**config.mk**
```make
export PLATFORM = sky130hd
export DESIGN_NAME = osc_stab_ctrl
export DESIGN_NICKNAME = d
export VERILOG_FILES = /design/src/common/osc_pkg.sv /design/src/rtl/osc_stab_cnt.sv /design/src/rtl/osc_stab_ctrl.sv
export VERILOG_INCLUDE_DIRS = /design/src /design/src/common
export SDC_FILE = /design/constraint.sdc
export NUM_CORES = 1
export LEC_CHECK = 0
export BUFFER_PORTS_ARGS = -buffer_cell sky130_fd_sc_hd__buf_2
export CORE_ASPECT_RATIO = 2
export CORE_MARGIN = 2
export CORE_UTILIZATION = 48
export DETAILED_ROUTE_END_ITERATION = 6
export PLACE_DENSITY = 0.74
export SYNTH_ARGS = -nofsm -noshare
export SYNTH_HDL_FRONTEND = slang
export SYNTH_HIERARCHICAL = 1
export SYNTH_SLANG_ARGS = --single-unit
```
**constraint.sdc**
```tcl
create_clock -name sys_clk -period 3.75 [get_ports sys_clk]
set_clock_uncertainty 0.1 [all_clocks]
set_input_delay 0.1875 -clock sys_clk [delete_from_list [all_inputs] [get_ports sys_clk]]
set_output_delay 0.1875 -clock sys_clk [all_outputs]
set_load 0.05 [all_outputs]
```
**src/common/osc_defs.svh**
```systemverilog
`ifndef OSC_DEFS_SVH
`define OSC_DEFS_SVH

// Bus geometry
`define OSC_ADDR_W        18
`define OSC_DATA_W        32
`define OSC_IDX_W         16

// Register indices, byte address is four times the index
`define OSC_IDX_INT_CTRL  16'hFF9F
`define OSC_IDX_CLK_CTRL  16'hFFA0
`define OSC_IDX_MAIN_CTRL 16'hFFA2
`define OSC_IDX_STATUS    16'hFFA3
`define OSC_IDX_WAIT_SEL  16'hFFA4

// Reset values
`define OSC_MAIN_STOP_RST 1'h1
`define OSC_WAIT_SEL_RST  3'h5
`define OSC_STATUS_RST    5'h00
`define OSC_DIV_RST       3'h0

// Main oscillator control fields
`define OSC_MAIN_STOP_BIT 7

// Status register field positions
`define OSC_ST_2E16_BIT   0
`define OSC_ST_2E15_BIT   1
`define OSC_ST_2E14_BIT   2
`define OSC_ST_2E13_BIT   3
`define OSC_ST_2E11_BIT   4

// Clock control fields
`define OSC_CC_X1_REQ_BIT 0
`define OSC_CC_SRC_BIT    1
`define OSC_CC_DIV_LSB    4
`define OSC_CC_DIV_MSB    6
`define OSC_DIV_MAX       3'h4

// Internal oscillator control fields
`define OSC_IC_HS_STOP_BIT 0
`define OSC_IC_LS_STOP_BIT 1
`define OSC_IC_LS_OPT_BIT  6
`define OSC_IC_HS_8M_BIT   7

// Wait select codes
`define OSC_SEL_2E11      3'h1
`define OSC_SEL_2E13      3'h2
`define OSC_SEL_2E14      3'h3
`define OSC_SEL_2E15      3'h4
`define OSC_SEL_2E16      3'h5

// Oscillator cycle thresholds
`define OSC_CNT_W         17
`define OSC_CNT_2E11      17'h00800
`define OSC_CNT_2E13      17'h02000
`define OSC_CNT_2E14      17'h04000
`define OSC_CNT_2E15      17'h08000
`define OSC_CNT_2E16      17'h10000

`endif

```
**src/common/osc_pkg.sv**
```systemverilog
`include "osc_defs.svh"

package osc_pkg;

  // Low-power sequencing states, Gray along run-stop-wait
  typedef enum logic [1:0] {
    OSC_RUN  = 2'b00,
    OSC_STOP = 2'b01,
    OSC_WAIT = 2'b11
  } osc_state_e;

  // APB request from the master
  typedef struct packed {
    logic                   psel;
    logic                   penable;
    logic                   pwrite;
    logic [`OSC_ADDR_W-1:0] paddr;
    logic [`OSC_DATA_W-1:0] pwdata;
  } osc_apb_req_s;

  // APB answer to the master
  typedef struct packed {
    logic [`OSC_DATA_W-1:0] prdata;
    logic                   pready;
    logic                   pslverr;
  } osc_apb_rsp_s;

endpackage

```
**src/rtl/osc_stab_cnt.sv**
```systemverilog
`timescale 1ns/10ps
`include "osc_defs.svh"

// Saturating oscillator cycle counter
module osc_stab_cnt #(
  parameter int CNT_W = `OSC_CNT_W
) (
  input  wire logic             sys_clk,   // System clock
  input  wire logic             rst_b,     // Sync reset, active low
  input  wire logic             clear,     // Restart from zero
  input  wire logic             tick,      // One oscillator rising edge
  input  wire logic [CNT_W-1:0] limit,     // Saturation point
  output logic      [CNT_W-1:0] count_r,   // Edges counted
  output logic                  reached_r  // Count at limit
);

  logic [CNT_W-1:0] count_nxt;
  wire              below_lim = count_r < limit;

  assign count_nxt = clear ? '0 :
                     (tick && below_lim) ? count_r + {{(CNT_W-1){1'b0}}, 1'b1} :
                     count_r;

  // Count and reach flag
  always_ff @(posedge sys_clk) begin
    if (!rst_b) begin
      count_r   <= '0;
      reached_r <= 1'b0;
    end else begin
      count_r   <= count_nxt;
      reached_r <= !clear && (count_nxt >= limit);
    end
  end

endmodule

```
**src/rtl/osc_stab_ctrl.sv**
```systemverilog
// Decided for this implementation: the APB interface to the registers.
`timescale 1ns/10ps
`include "osc_defs.svh"

// Summary of operation
// - Status clears on reset release, stop entry and main-oscillator stop write.
// - Flags set at 2^11,13,14,15,16 oscillator cycles; bit4 first; sticky.
// - Status is read-only; upper three bits read zero.
// - Counter stops at selected wait; flags never pass that threshold.
// - Select codes 1..5 map to 2^11,13,14,15,16; other codes forbidden.
// - Wait select resets to five, the 2^16 wait.
// - With main oscillator as CPU clock in resonator mode, hold CPU after wake until wait ends; external clock mode wakes without wait.
// - Only real oscillator edges are counted; start-up delay excluded.
// - Internal fast oscillator runs after reset; register can stop it only while the CPU runs on the main oscillator.
// - Option strap sets internal fast clock to 4 or 8 MHz.
// - Slow internal clock feeds watchdog and timer only, never the CPU.
// - Slow oscillator runs after reset; stoppable only when option allows.
// - CPU clock is the main clock divided by a prescaler.
// - Main-oscillator stop bit set stops oscillator; cleared enables it.
// - Read-only bit shows whether main clock is external or internal.
module osc_stab_ctrl (
  input  wire logic                 sys_clk,                // 25 MHz system clock
  input  wire logic                 rst_b,                  // Sync reset, active low
  input  osc_pkg::osc_apb_req_s     apb_req,                // APB request
  output osc_pkg::osc_apb_rsp_s     apb_rsp,                // APB answer
  input  wire logic                 resonator_main_osc,     // Resonator clock pin
  input  wire logic                 external_main_clock_in, // External clock pin
  input  wire logic                 opt_ext_clk_mode,       // Strap, external clock mode
  input  wire logic                 opt_hs_8mhz,            // Strap, fast clock 8 MHz
  input  wire logic                 opt_ls_stoppable,       // Strap, slow osc stoppable
  input  wire logic                 stop_entry,             // Stop instruction pulse
  input  wire logic                 stop_release,           // Wake event pulse
  output logic                      cpu_hold,               // CPU held in wait
  output logic                      main_osc_enable,        // Main oscillator enable
  output logic                      hs_osc_run,             // Fast internal osc run
  output logic                      ls_osc_run,             // Slow internal osc run
  output logic                      hs_freq_8mhz,           // Fast osc at 8 MHz
  output logic                      cpu_src_main,           // CPU on main oscillator
  output logic                      cpu_clk_en              // Prescaled CPU tick
);

  import osc_pkg::*;

  // Threshold for a wait select code
  function automatic logic [`OSC_CNT_W-1:0] sel_to_limit(input logic [2:0] sel);
    logic [`OSC_CNT_W-1:0] lim;
    case (sel)
      `OSC_SEL_2E11: lim = `OSC_CNT_2E11;
      `OSC_SEL_2E13: lim = `OSC_CNT_2E13;
      `OSC_SEL_2E14: lim = `OSC_CNT_2E14;
      `OSC_SEL_2E15: lim = `OSC_CNT_2E15;
      default:       lim = `OSC_CNT_2E16;
    endcase
    return lim;
  endfunction

  // Pin synchronisers and strap capture
  logic [1:0] x1_sync_r;
  logic [1:0] ext_sync_r;
  logic [2:0] opt_meta_r;
  logic [2:0] opt_sync_r;
  logic       osc_prev_r;
  logic [2:0] strap_done_r;
  logic       opt_ext_r;
  logic       opt_hs8_r;
  logic       opt_lsok_r;

  // Software visible state
  logic       main_en_r;
  logic [2:0] wait_sel_r;
  logic [4:0] status_r;
  logic       x1_req_r;
  logic [2:0] div_r;
  logic       hs_stop_r;
  logic       ls_stop_r;

  // Sequencing and outputs
  osc_state_e            state_r;
  osc_state_e            state_nxt;
  logic [`OSC_CNT_W-1:0] count_r;
  logic                  reached_r;
  logic                  src_main_r;
  logic [15:0]           pre_cnt_r;
  logic                  cpu_clk_en_r;
  logic                  cpu_hold_r;
  logic                  hs_run_r;
  logic                  ls_run_r;
  osc_apb_rsp_s          rsp_r;

  // Two-flop sampling of oscillator pins
  always_ff @(posedge sys_clk) begin
    if (!rst_b) begin
      x1_sync_r  <= 2'h0;
      ext_sync_r <= 2'h0;
    end else begin
      x1_sync_r  <= {x1_sync_r[0], resonator_main_osc};
      ext_sync_r <= {ext_sync_r[0], external_main_clock_in};
    end
  end

  // Two-flop sampling of option straps
  always_ff @(posedge sys_clk) begin
    if (!rst_b) begin
      opt_meta_r <= 3'h0;
      opt_sync_r <= 3'h0;
    end else begin
      opt_meta_r <= {opt_ls_stoppable, opt_hs_8mhz, opt_ext_clk_mode};
      opt_sync_r <= opt_meta_r;
    end
  end

  // Strap capture once synchronised after release
  always_ff @(posedge sys_clk) begin
    if (!rst_b) begin
      strap_done_r <= 3'h0;
      opt_ext_r    <= 1'b0;
      opt_hs8_r    <= 1'b0;
      opt_lsok_r   <= 1'b0;
    end else if (!strap_done_r[2]) begin
      strap_done_r <= {strap_done_r[1:0], 1'b1};
      opt_ext_r    <= opt_sync_r[0];
      opt_hs8_r    <= opt_sync_r[1];
      opt_lsok_r   <= opt_sync_r[2];
    end
  end

  // Selected oscillator level and its rising edge
  wire osc_level = opt_ext_r ? ext_sync_r[1] : x1_sync_r[1];

  always_ff @(posedge sys_clk) begin
    if (!rst_b) begin
      osc_prev_r <= 1'b0;
    end else begin
      osc_prev_r <= osc_level;
    end
  end

  wire osc_tick = osc_level && !osc_prev_r && main_en_r && state_r != OSC_STOP;

  // APB decode
  wire [`OSC_IDX_W-1:0] reg_idx   = apb_req.paddr[`OSC_ADDR_W-1:2];
  wire                  aligned   = apb_req.paddr[1:0] == 2'h0;
  wire                  hit_int   = aligned && reg_idx == `OSC_IDX_INT_CTRL;
  wire                  hit_clk   = aligned && reg_idx == `OSC_IDX_CLK_CTRL;
  wire                  hit_main  = aligned && reg_idx == `OSC_IDX_MAIN_CTRL;
  wire                  hit_stat  = aligned && reg_idx == `OSC_IDX_STATUS;
  wire                  hit_wsel  = aligned && reg_idx == `OSC_IDX_WAIT_SEL;
  wire                  hit_any   = hit_int | hit_clk | hit_main | hit_stat | hit_wsel;
  wire                  setup_ph  = apb_req.psel && !apb_req.penable;
  wire                  wr_commit = apb_req.psel && apb_req.penable && rsp_r.pready && apb_req.pwrite;
  wire [`OSC_DATA_W-1:0] wd       = apb_req.pwdata;

  // Write strobes per register
  wire wr_int  = wr_commit && hit_int;
  wire wr_clk  = wr_commit && hit_clk;
  wire wr_main = wr_commit && hit_main;
  wire wr_wsel = wr_commit && hit_wsel;

  wire stop_wr    = wr_main && wd[`OSC_MAIN_STOP_BIT];
  wire stab_clear = stop_entry || stop_wr || !main_en_r || state_r == OSC_STOP;

  wire [`OSC_CNT_W-1:0] cnt_limit = sel_to_limit(wait_sel_r);

  osc_stab_cnt #(
    .CNT_W (`OSC_CNT_W)
  ) u_cnt (
    .sys_clk   (sys_clk),
    .rst_b     (rst_b),
    .clear     (stab_clear),
    .tick      (osc_tick),
    .limit     (cnt_limit),
    .count_r   (count_r),
    .reached_r (reached_r)
  );

  wire [4:0] flag_now;
  assign flag_now[`OSC_ST_2E11_BIT] = count_r >= `OSC_CNT_2E11;
  assign flag_now[`OSC_ST_2E13_BIT] = count_r >= `OSC_CNT_2E13;
  assign flag_now[`OSC_ST_2E14_BIT] = count_r >= `OSC_CNT_2E14;
  assign flag_now[`OSC_ST_2E15_BIT] = count_r >= `OSC_CNT_2E15;
  assign flag_now[`OSC_ST_2E16_BIT] = count_r >= `OSC_CNT_2E16;

  always_ff @(posedge sys_clk) begin
    if (!rst_b) begin
      status_r <= `OSC_STATUS_RST;
    end else if (stab_clear) begin
      status_r <= `OSC_STATUS_RST;
    end else begin
      status_r <= status_r | flag_now;
    end
  end

  // stop bit, held as enable so the pin output is a flop
  always_ff @(posedge sys_clk) begin
    if (!rst_b) begin
      main_en_r <= !`OSC_MAIN_STOP_RST;
    end else if (wr_main) begin
      main_en_r <= !wd[`OSC_MAIN_STOP_BIT];
    end
  end

  always_ff @(posedge sys_clk) begin
    if (!rst_b) begin
      wait_sel_r <= `OSC_WAIT_SEL_RST;
    end else if (wr_wsel) begin
      wait_sel_r <= wd[2:0];
    end
  end

  // Clock control: source request and divider
  wire [2:0] div_wr = wd[`OSC_CC_DIV_MSB:`OSC_CC_DIV_LSB];

  always_ff @(posedge sys_clk) begin
    if (!rst_b) begin
      x1_req_r <= 1'b0;
      div_r    <= `OSC_DIV_RST;
    end else if (wr_clk) begin
      x1_req_r <= wd[`OSC_CC_X1_REQ_BIT];
      div_r    <= (div_wr > `OSC_DIV_MAX) ? `OSC_DIV_MAX : div_wr;
    end
  end

  // fast osc stop bit, slow stop only if allowed
  always_ff @(posedge sys_clk) begin
    if (!rst_b) begin
      hs_stop_r <= 1'b0;
      ls_stop_r <= 1'b0;
    end else if (wr_int) begin
      hs_stop_r <= wd[`OSC_IC_HS_STOP_BIT] && src_main_r;
      ls_stop_r <= wd[`OSC_IC_LS_STOP_BIT] && opt_lsok_r;
    end
  end

  wire main_ready = main_en_r && (opt_ext_r || reached_r);

  // CPU chooses fast internal or main only
  always_ff @(posedge sys_clk) begin
    if (!rst_b) begin
      src_main_r <= 1'b0;
    end else if (!x1_req_r || !main_en_r) begin
      src_main_r <= 1'b0;
    end else if (main_ready) begin
      src_main_r <= 1'b1;
    end
  end

  always_comb begin
    state_nxt = state_r;
    case (state_r)
      OSC_RUN: begin
        if (stop_entry) begin
          state_nxt = OSC_STOP;
        end
      end
      OSC_STOP: begin
        if (stop_release) begin
          state_nxt = (src_main_r && !opt_ext_r) ? OSC_WAIT : OSC_RUN;
        end
      end
      OSC_WAIT: begin
        if (reached_r) begin
          state_nxt = OSC_RUN;
        end
      end
      default: begin
        state_nxt = OSC_RUN;
      end
    endcase
  end

  always_ff @(posedge sys_clk) begin
    if (!rst_b) begin
      state_r <= OSC_RUN;
    end else begin
      state_r <= state_nxt;
    end
  end

  always_ff @(posedge sys_clk) begin
    if (!rst_b) begin
      cpu_hold_r <= 1'b0;
    end else begin
      cpu_hold_r <= state_nxt != OSC_RUN;
    end
  end

  always_ff @(posedge sys_clk) begin
    if (!rst_b) begin
      hs_run_r <= 1'b1;
      ls_run_r <= 1'b1;
    end else begin
      hs_run_r <= !hs_stop_r && state_nxt != OSC_STOP;
      ls_run_r <= !ls_stop_r;
    end
  end

  wire [15:0] pre_mask = (16'h0001 << div_r) - 16'h0001;
  wire        pre_wrap = (pre_cnt_r & pre_mask) == pre_mask;

  always_ff @(posedge sys_clk) begin
    if (!rst_b) begin
      pre_cnt_r    <= 16'h0000;
      cpu_clk_en_r <= 1'b0;
    end else begin
      pre_cnt_r    <= pre_wrap ? 16'h0000 : pre_cnt_r + 16'h0001;
      cpu_clk_en_r <= pre_wrap && !cpu_hold_r && state_r != OSC_STOP;
    end
  end

  // Read data mux, status upper bits zero
  logic [`OSC_DATA_W-1:0] rd_mux;
  always_comb begin
    rd_mux = '0;
    if (hit_int) begin
      rd_mux[`OSC_IC_HS_STOP_BIT] = hs_stop_r;
      rd_mux[`OSC_IC_LS_STOP_BIT] = ls_stop_r;
      rd_mux[`OSC_IC_LS_OPT_BIT]  = opt_lsok_r;
      rd_mux[`OSC_IC_HS_8M_BIT]   = opt_hs8_r;
    end else if (hit_clk) begin
      rd_mux[`OSC_CC_X1_REQ_BIT]  = x1_req_r;
      rd_mux[`OSC_CC_SRC_BIT]     = src_main_r;
      rd_mux[`OSC_CC_DIV_MSB:`OSC_CC_DIV_LSB] = div_r;
    end else if (hit_main) begin
      rd_mux[`OSC_MAIN_STOP_BIT]  = !main_en_r;
    end else if (hit_stat) begin
      rd_mux[4:0] = status_r;
    end else if (hit_wsel) begin
      rd_mux[2:0] = wait_sel_r;
    end
  end

  // APB answer, ready in first access cycle
  always_ff @(posedge sys_clk) begin
    if (!rst_b) begin
      rsp_r <= '0;
    end else begin
      rsp_r.pready  <= setup_ph;
      rsp_r.pslverr <= setup_ph && !hit_any;
      rsp_r.prdata  <= (setup_ph && !apb_req.pwrite) ? rd_mux : '0;
    end
  end

  // Outputs straight from flops
  assign apb_rsp         = rsp_r;
  assign cpu_hold        = cpu_hold_r;
  assign main_osc_enable = main_en_r;
  assign hs_osc_run      = hs_run_r;
  assign ls_osc_run      = ls_run_r;
  assign hs_freq_8mhz    = opt_hs8_r;
  assign cpu_src_main    = src_main_r;
  assign cpu_clk_en      = cpu_clk_en_r;

endmodule

```
Word level (Yosys, flattened, before mapping)
Index checks and enable logic that the tools add are counted.

Logic and storage cells: 148. Output and inout bits: 41. Register bits: 107. Bits of input ports: 62.

Equality and inequality tests: 14. $add $sub $neg: 3. Multiplexer cells: 22. $lt $le $gt $ge: 8. Shift operators: 1. Bitwise gates (word level): 10. Reductions and logical operators: 56.

Operator list (number): $eq 16x16->1 const B (5); $pmux 17 s4 (1); $mux 17 (2); $logic_and 1x1->1 (28); $mux 2 (9); $add 17x1->17 const B (1); $ge 17x12->1 const B (1); $ge 17x14->1 const B (1); $ge 17x15->1 const B (1); $ge 17x16->1 const B (1); $ge 17x17->1 (1); $ge 17x17->1 const B (1); $lt 17x17->1 (1); $add 16x1->16 const B (1); $and 16x16->16 (1); $eq 16x16->1 (1); $shl 1x3->16 const A (1); $sub 16x1->16 const B (1); $logic_not 1->1 (12); $mux 3 (4); $eq 3x2->1 const B (2); $pmux 2 s3 (1); $reduce_or 2->1 (3); $reduce_or 6->1 (1); 18 further kinds (33).

Depth between registers and ports, before layout
Word-level depth: 11. Gate-level depth with buffers: 18. Gate-level depth less buffers: 17.

Hierarchy
Netlist, hierarchy kept.

By module, submodules not included: osc_stab_ctrl (sequential area each 1301.2 µm², cells each 330, instances 1, area each 2992.9 µm²); osc_stab_cnt (sequential area each 360.3 µm², cells each 237, instances 1, area each 1900.6 µm²).

Worst setup path after synthesis
OpenSTA, ideal clock, no wires.

Path type: flip-flop to flip-flop. Start: register wait_sel_r[0]. End: register u_cnt.reached_r. Buffers on the path: 1. Data arrival time: 3282 ps. Data required time: 3524 ps. Setup time: 126 ps. Setup slack: 242 ps. Cell stages (with the launch flop): 19. Clock period less this slack: 3508 ps. Cell sequence: dfxtp_1 -> nor2_1 -> xor2_1 -> inv_1 -> ha_1 -> nand4_1 -> nor3_2 -> nand2_1 -> o2111ai_2 -> buf_6 -> o21ai_0 -> a21oi_1 -> ha_1 -> a21o_1 -> a21o_1 -> a21oi_1 -> nor2_1 -> a2111oi_0 -> o41ai_1.

Longest elaborated chain between the ends: 8. Elaborated cells between the ends (all ways): 11. Classes of those cells: 2 x order compare; 4 x eq/ne; 3 x mux; 2 x reduce/logical.

Ends and longest elaborated chain: start: declaration (line osc_stab_ctrl.sv:70) `logic [2:0] wait_sel_r;`; start signal: assignment (line osc_stab_ctrl.sv:204) `` wait_sel_r <= `OSC_WAIT_SEL_RST; ``; start signal: assignment (line osc_stab_ctrl.sv:206) `wait_sel_r <= wd[2:0];`; $eq 3x3->1 (tied with other cells) (line osc_stab_ctrl.sv:47) `case (sel)`; $pmux 17 s4 * (line osc_stab_ctrl.sv:47); named net cnt_limit[16] (line osc_stab_ctrl.sv:162) `` wire [`OSC_CNT_W-1:0] cnt_limit = sel_to_limit(wait_sel_r); ``; $lt 17x17->1 * (line osc_stab_cnt.sv:18) `wire below_lim = count_r < limit;`; $logic_and 1x1->1 * (line osc_stab_cnt.sv:21) `(tick && below_lim) ? count_r + {{(CNT_W-1){1'b0}}, 1'b1} :`; $mux 17 * (line osc_stab_cnt.sv:21); $mux 17 * (line osc_stab_cnt.sv:20) `assign count_nxt = clear ? '0 :`; named net u_cnt.count_nxt[6] (line osc_stab_cnt.sv:17) `logic [CNT_W-1:0] count_nxt;`; $ge 17x17->1 * (line osc_stab_cnt.sv:31) `reached_r <= !clear && (count_nxt >= limit);`; $logic_and 1x1->1 * (line osc_stab_cnt.sv:31); end signal: assignment (line osc_stab_cnt.sv:31); end: declaration (line osc_stab_cnt.sv:14) `output logic reached_r`.

The timed path passes the listed nets; every way through them passes the cells marked *. A chain may end at the register's enable or synchronous reset.

Final worst setup path
Start: register wait_sel_r[1]. End: register u_cnt.reached_r.

The elaborated chain is that of the path after synthesis.

==> results.cfg <==
[global_route]
gr-total-overflow = 0
grt_pass1_wl_um = 20500
grtUsageTotal_pct = 23.8
grt_pass1_vias = 4611
grt_max_degree = 26
antenna_found_initial = 0

[place]
place_inst = 778
place_hpwl_um = 9650
globalplace.congestion = 0.951
port_buffers = 53

[clocking]
clockRootBuffer = clkbuf_16
cts_tree = yes
cts.sinks = 83
worstSkewPairLatency_ns = 0.34
htreeDepth = 3
clockBufferDepth = 2
cts.clk_slew.worst_paths_ns = 0.06
numCtsBuffers = 9

[finish]
drive_above_1_share_pct = 24.9
mostFrequentLayoutCells = 80 x dfxtp_1, 59 x nor2_1, 53 x buf_2, 37 x conb_1
synthToLayoutAreaGrowth_pct = 22.7
instances_no_fill = 807
fin_nets = 766
fin_util_pct = 59.9
insertedDiodeCount = 0
mostFrequentLayoutCell = dfxtp_1

[floorplan]
core_area_mm2 = 0.0100
core.rowCount = 52
initial_utilization_pct = 48.8
io_pins = 103
die_w_um = 75.4
dieArea_mm2 = 0.0111
fp.dieH_um = 147

[hold_path]
min_from = apb_req[0]
hp-class = in2reg

[sta]
worst_pin_slew_ns = 0.920
rsz0062_at_grt = true
maxSlewHeadroom_pct = 38.6
final.period_utilization_pct = 98.7
hold_viol_final = 0
fin_crit_ns = 3.70
timing.fmax_mhz = 270
finalMaxSlewViolations = 0
final-setup-viol-count = 0

[power_and_ir_drop]
finalPower_w = 0.00191
pwr-share-seq_pct = 47.2
power.net_switching_w = 0.000513
irDropWorstVdd_mv = 0.228
combinationalPowerShare_pct = 8.6
power.density_mw_per_mm2 = 318
p_int_w = 0.00140
clock_power_share_pct = 44.2
p_leak_nw = 2.41
p_sw_share_pct = 26.8

[critical_path]
crit_start = wait_sel_r[1]
crit_type = reg2reg
crit_arrival_ns = 3.80
start_kind = flop
worst-path-max-fanout = 5
r2r_start = wait_sel_r[1]
cp-end-kind = flop
required_ns = 3.85

[yosys]
synthCells = 567
yosysWarnings = 6
synth_area_leaders = dfxtp_1 34%, ha_1 9.5%, nor2_1 4.8%
avgSynthCellArea_um2 = 8.63
async_flop_share_pct = 0
synth_edf_count = 0
ys_ff_latch = 83
ys.flop_type = dfxtp_1
yosysSeqAreaShare_pct = 34.0
syn_area_mm2 = 0.00489
synth.distinct_cells = 75
synth_top_cell_by_area = dfxtp_1
synth_top_area_share_pct = 34.0

[routing]
drtAntennaViolNets = 0
drc_errors = 0
drt_iter0_drc = 223
drt-total-wl_um = 12800
viasPerCell = 5.53
drtPass1Iterations = 4
vias = 4464
post_drt_wl_per_cell_um = 15.9

[run_status]
outcome = complete, no violations

[job]
drv_cap = 0
==> synth_stat cells, types with 4 or more instances <==
library cell / number
and3_1: 5
nor4_1: 4
a21o_1: 5
buf_4: 25
or3_1: 8
xor2_1: 5
nand4_1: 10
dfxtp_1: 83
o31ai_1: 7
or4_1: 10
xnor2_1: 11
nor3_1: 18
nand2b_1: 9
mux2i_1: 19
and2_1: 12
nor2_1: 62
ha_1: 37
a21oi_1: 39
o21ai_0: 10
nor2b_1: 9
nand3_1: 18
inv_1: 32
nor3_2: 5
nand2_1: 38
clkbuf_1: 11
==> logic make-up (layout without fill, tap and decap cells) <==
| group | count (synthesis) | after routing | synth area share (%) |
|---|---|---|---|
| and+or+nand+nor | 240 | 240 | 28.3 |
| AOI/OAI and AO/OA | 91 | 91 | 12.3 |
| DFF | 83 | 83 | 34.0 |
| buffers and inverters | 74 | 143 | 7.80 |
| adders and majority gates | 37 | 37 | 9.46 |
| muxes | 25 | 25 | 5.27 |
| xor gates and xnor gates | 16 | 16 | 2.86 |
| other | 1 | 37 | 0.0766 |
==> repair_timing <==
item / 4_1_cts / 5_1_grt
buffers inserted: 3 / 4
hold endpoints to repair: 6 / 0
hold buffers: 6 / 0
gates resized for setup: 13 / 33
pin swaps: 8 / 24
endpoints found under the setup margin: 1 / 1
==> power groups by stage <==
| stage | Sequential [W] | Clock, W | Combinational [W] |
|---|---|---|---|
| floorplan | 0.000932 | 0 | 0.000122 |
| global placement | 0.000922 | 0 | 0.000149 |
| detailed placement | 0.000923 | 0 | 0.000153 |
| CTS | 0.000903 | 0.000860 | 0.000159 |
| global route | 0.000903 | 0.000904 | 0.000178 |
| finish | 0.000902 | 0.000846 | 0.000164 |
==> layer usage <==
| metal | routed length (um) | track usage, % | vias up |
|---|---|---|---|
| li1 | - | - | 2154 |
| met1 | 4290 | 20.9 | 2162 |
| met2 | 7580 | 46.2 | 106 |
| met3 | 341 | 3.91 | 42 |
| met4 | 621 | 13.9 | 0 |
| met5 | 0 | 0 | - |
==> worst max-delay path, cell delays in order, from the launching register on <==
cell,delay [ns]
dfxtp_4,0.37
nor2_4,0.12
xor2_1,0.17
inv_1,0.11
ha_4,0.22
nand4_1,0.16
nor3_2,0.08
a21oi_2,0.24
o2111ai_4,0.22
or3_4,0.42
a21oi_2,0.14
ha_1,0.26
a21o_1,0.17
a21o_1,0.16
a21oi_2,0.13
nor2_2,0.07
a2111oi_4,0.30
o41ai_2,0.12
==> flip-flops by register name (all words and copies together), names as in the netlist, 3 cells and up <==
register       cells
u_cnt/count_r     17
div_r              3
opt_sync_r         3
wait_sel_r         3
apb_rsp           10
status_r           5
opt_meta_r         3
strap_done_r       3
pre_cnt_r         16
==> area by class of cell <==
| cell class | count | area, um^2 |
|---|---|---|
| Sequential cell | 83 | 1670 |
| Timing Repair Buffer | 93 | 588 |
| Clock buffer | 9 | 225 |
| Clock inverter | 7 | 57.6 |
| Inverter | 34 | 128 |
| Multi-Input combinational cell | 446 | 3170 |
| Tap cell | 135 | 169 |
| Fill cell | 883 | 4020 |
==> final timing paths <==
check                                       end  slack [ns]  depth (start not counted)
worst max-delay path            u_cnt/reached_r        0.05                         17
worst min-delay path              wait_sel_r[0]        0.02                          3
worst max register to register  u_cnt/reached_r        0.05                         17
worst min register to register    opt_sync_r[2]        0.33                          1
==> stage by stage <==
step | hold WS, ns | area [um^2] | setup slack (ns) | setup TNS (ns)
after global placement | 0.294 | 5410 | -0.0397 | -0.0397
final | 0.0184 | 6000 | 0.0471 | 0
after CTS | 0.00701 | 5840 | 0.00989 | 0
after floorplan | 0.213 | 5030 | 0.242 | 0
after detailed placement | 0.297 | 5410 | -0.195 | -0.195
after global routing | 0.0325 | 6000 | -0.128 | -0.128
(Power assumes the default switching activity.)
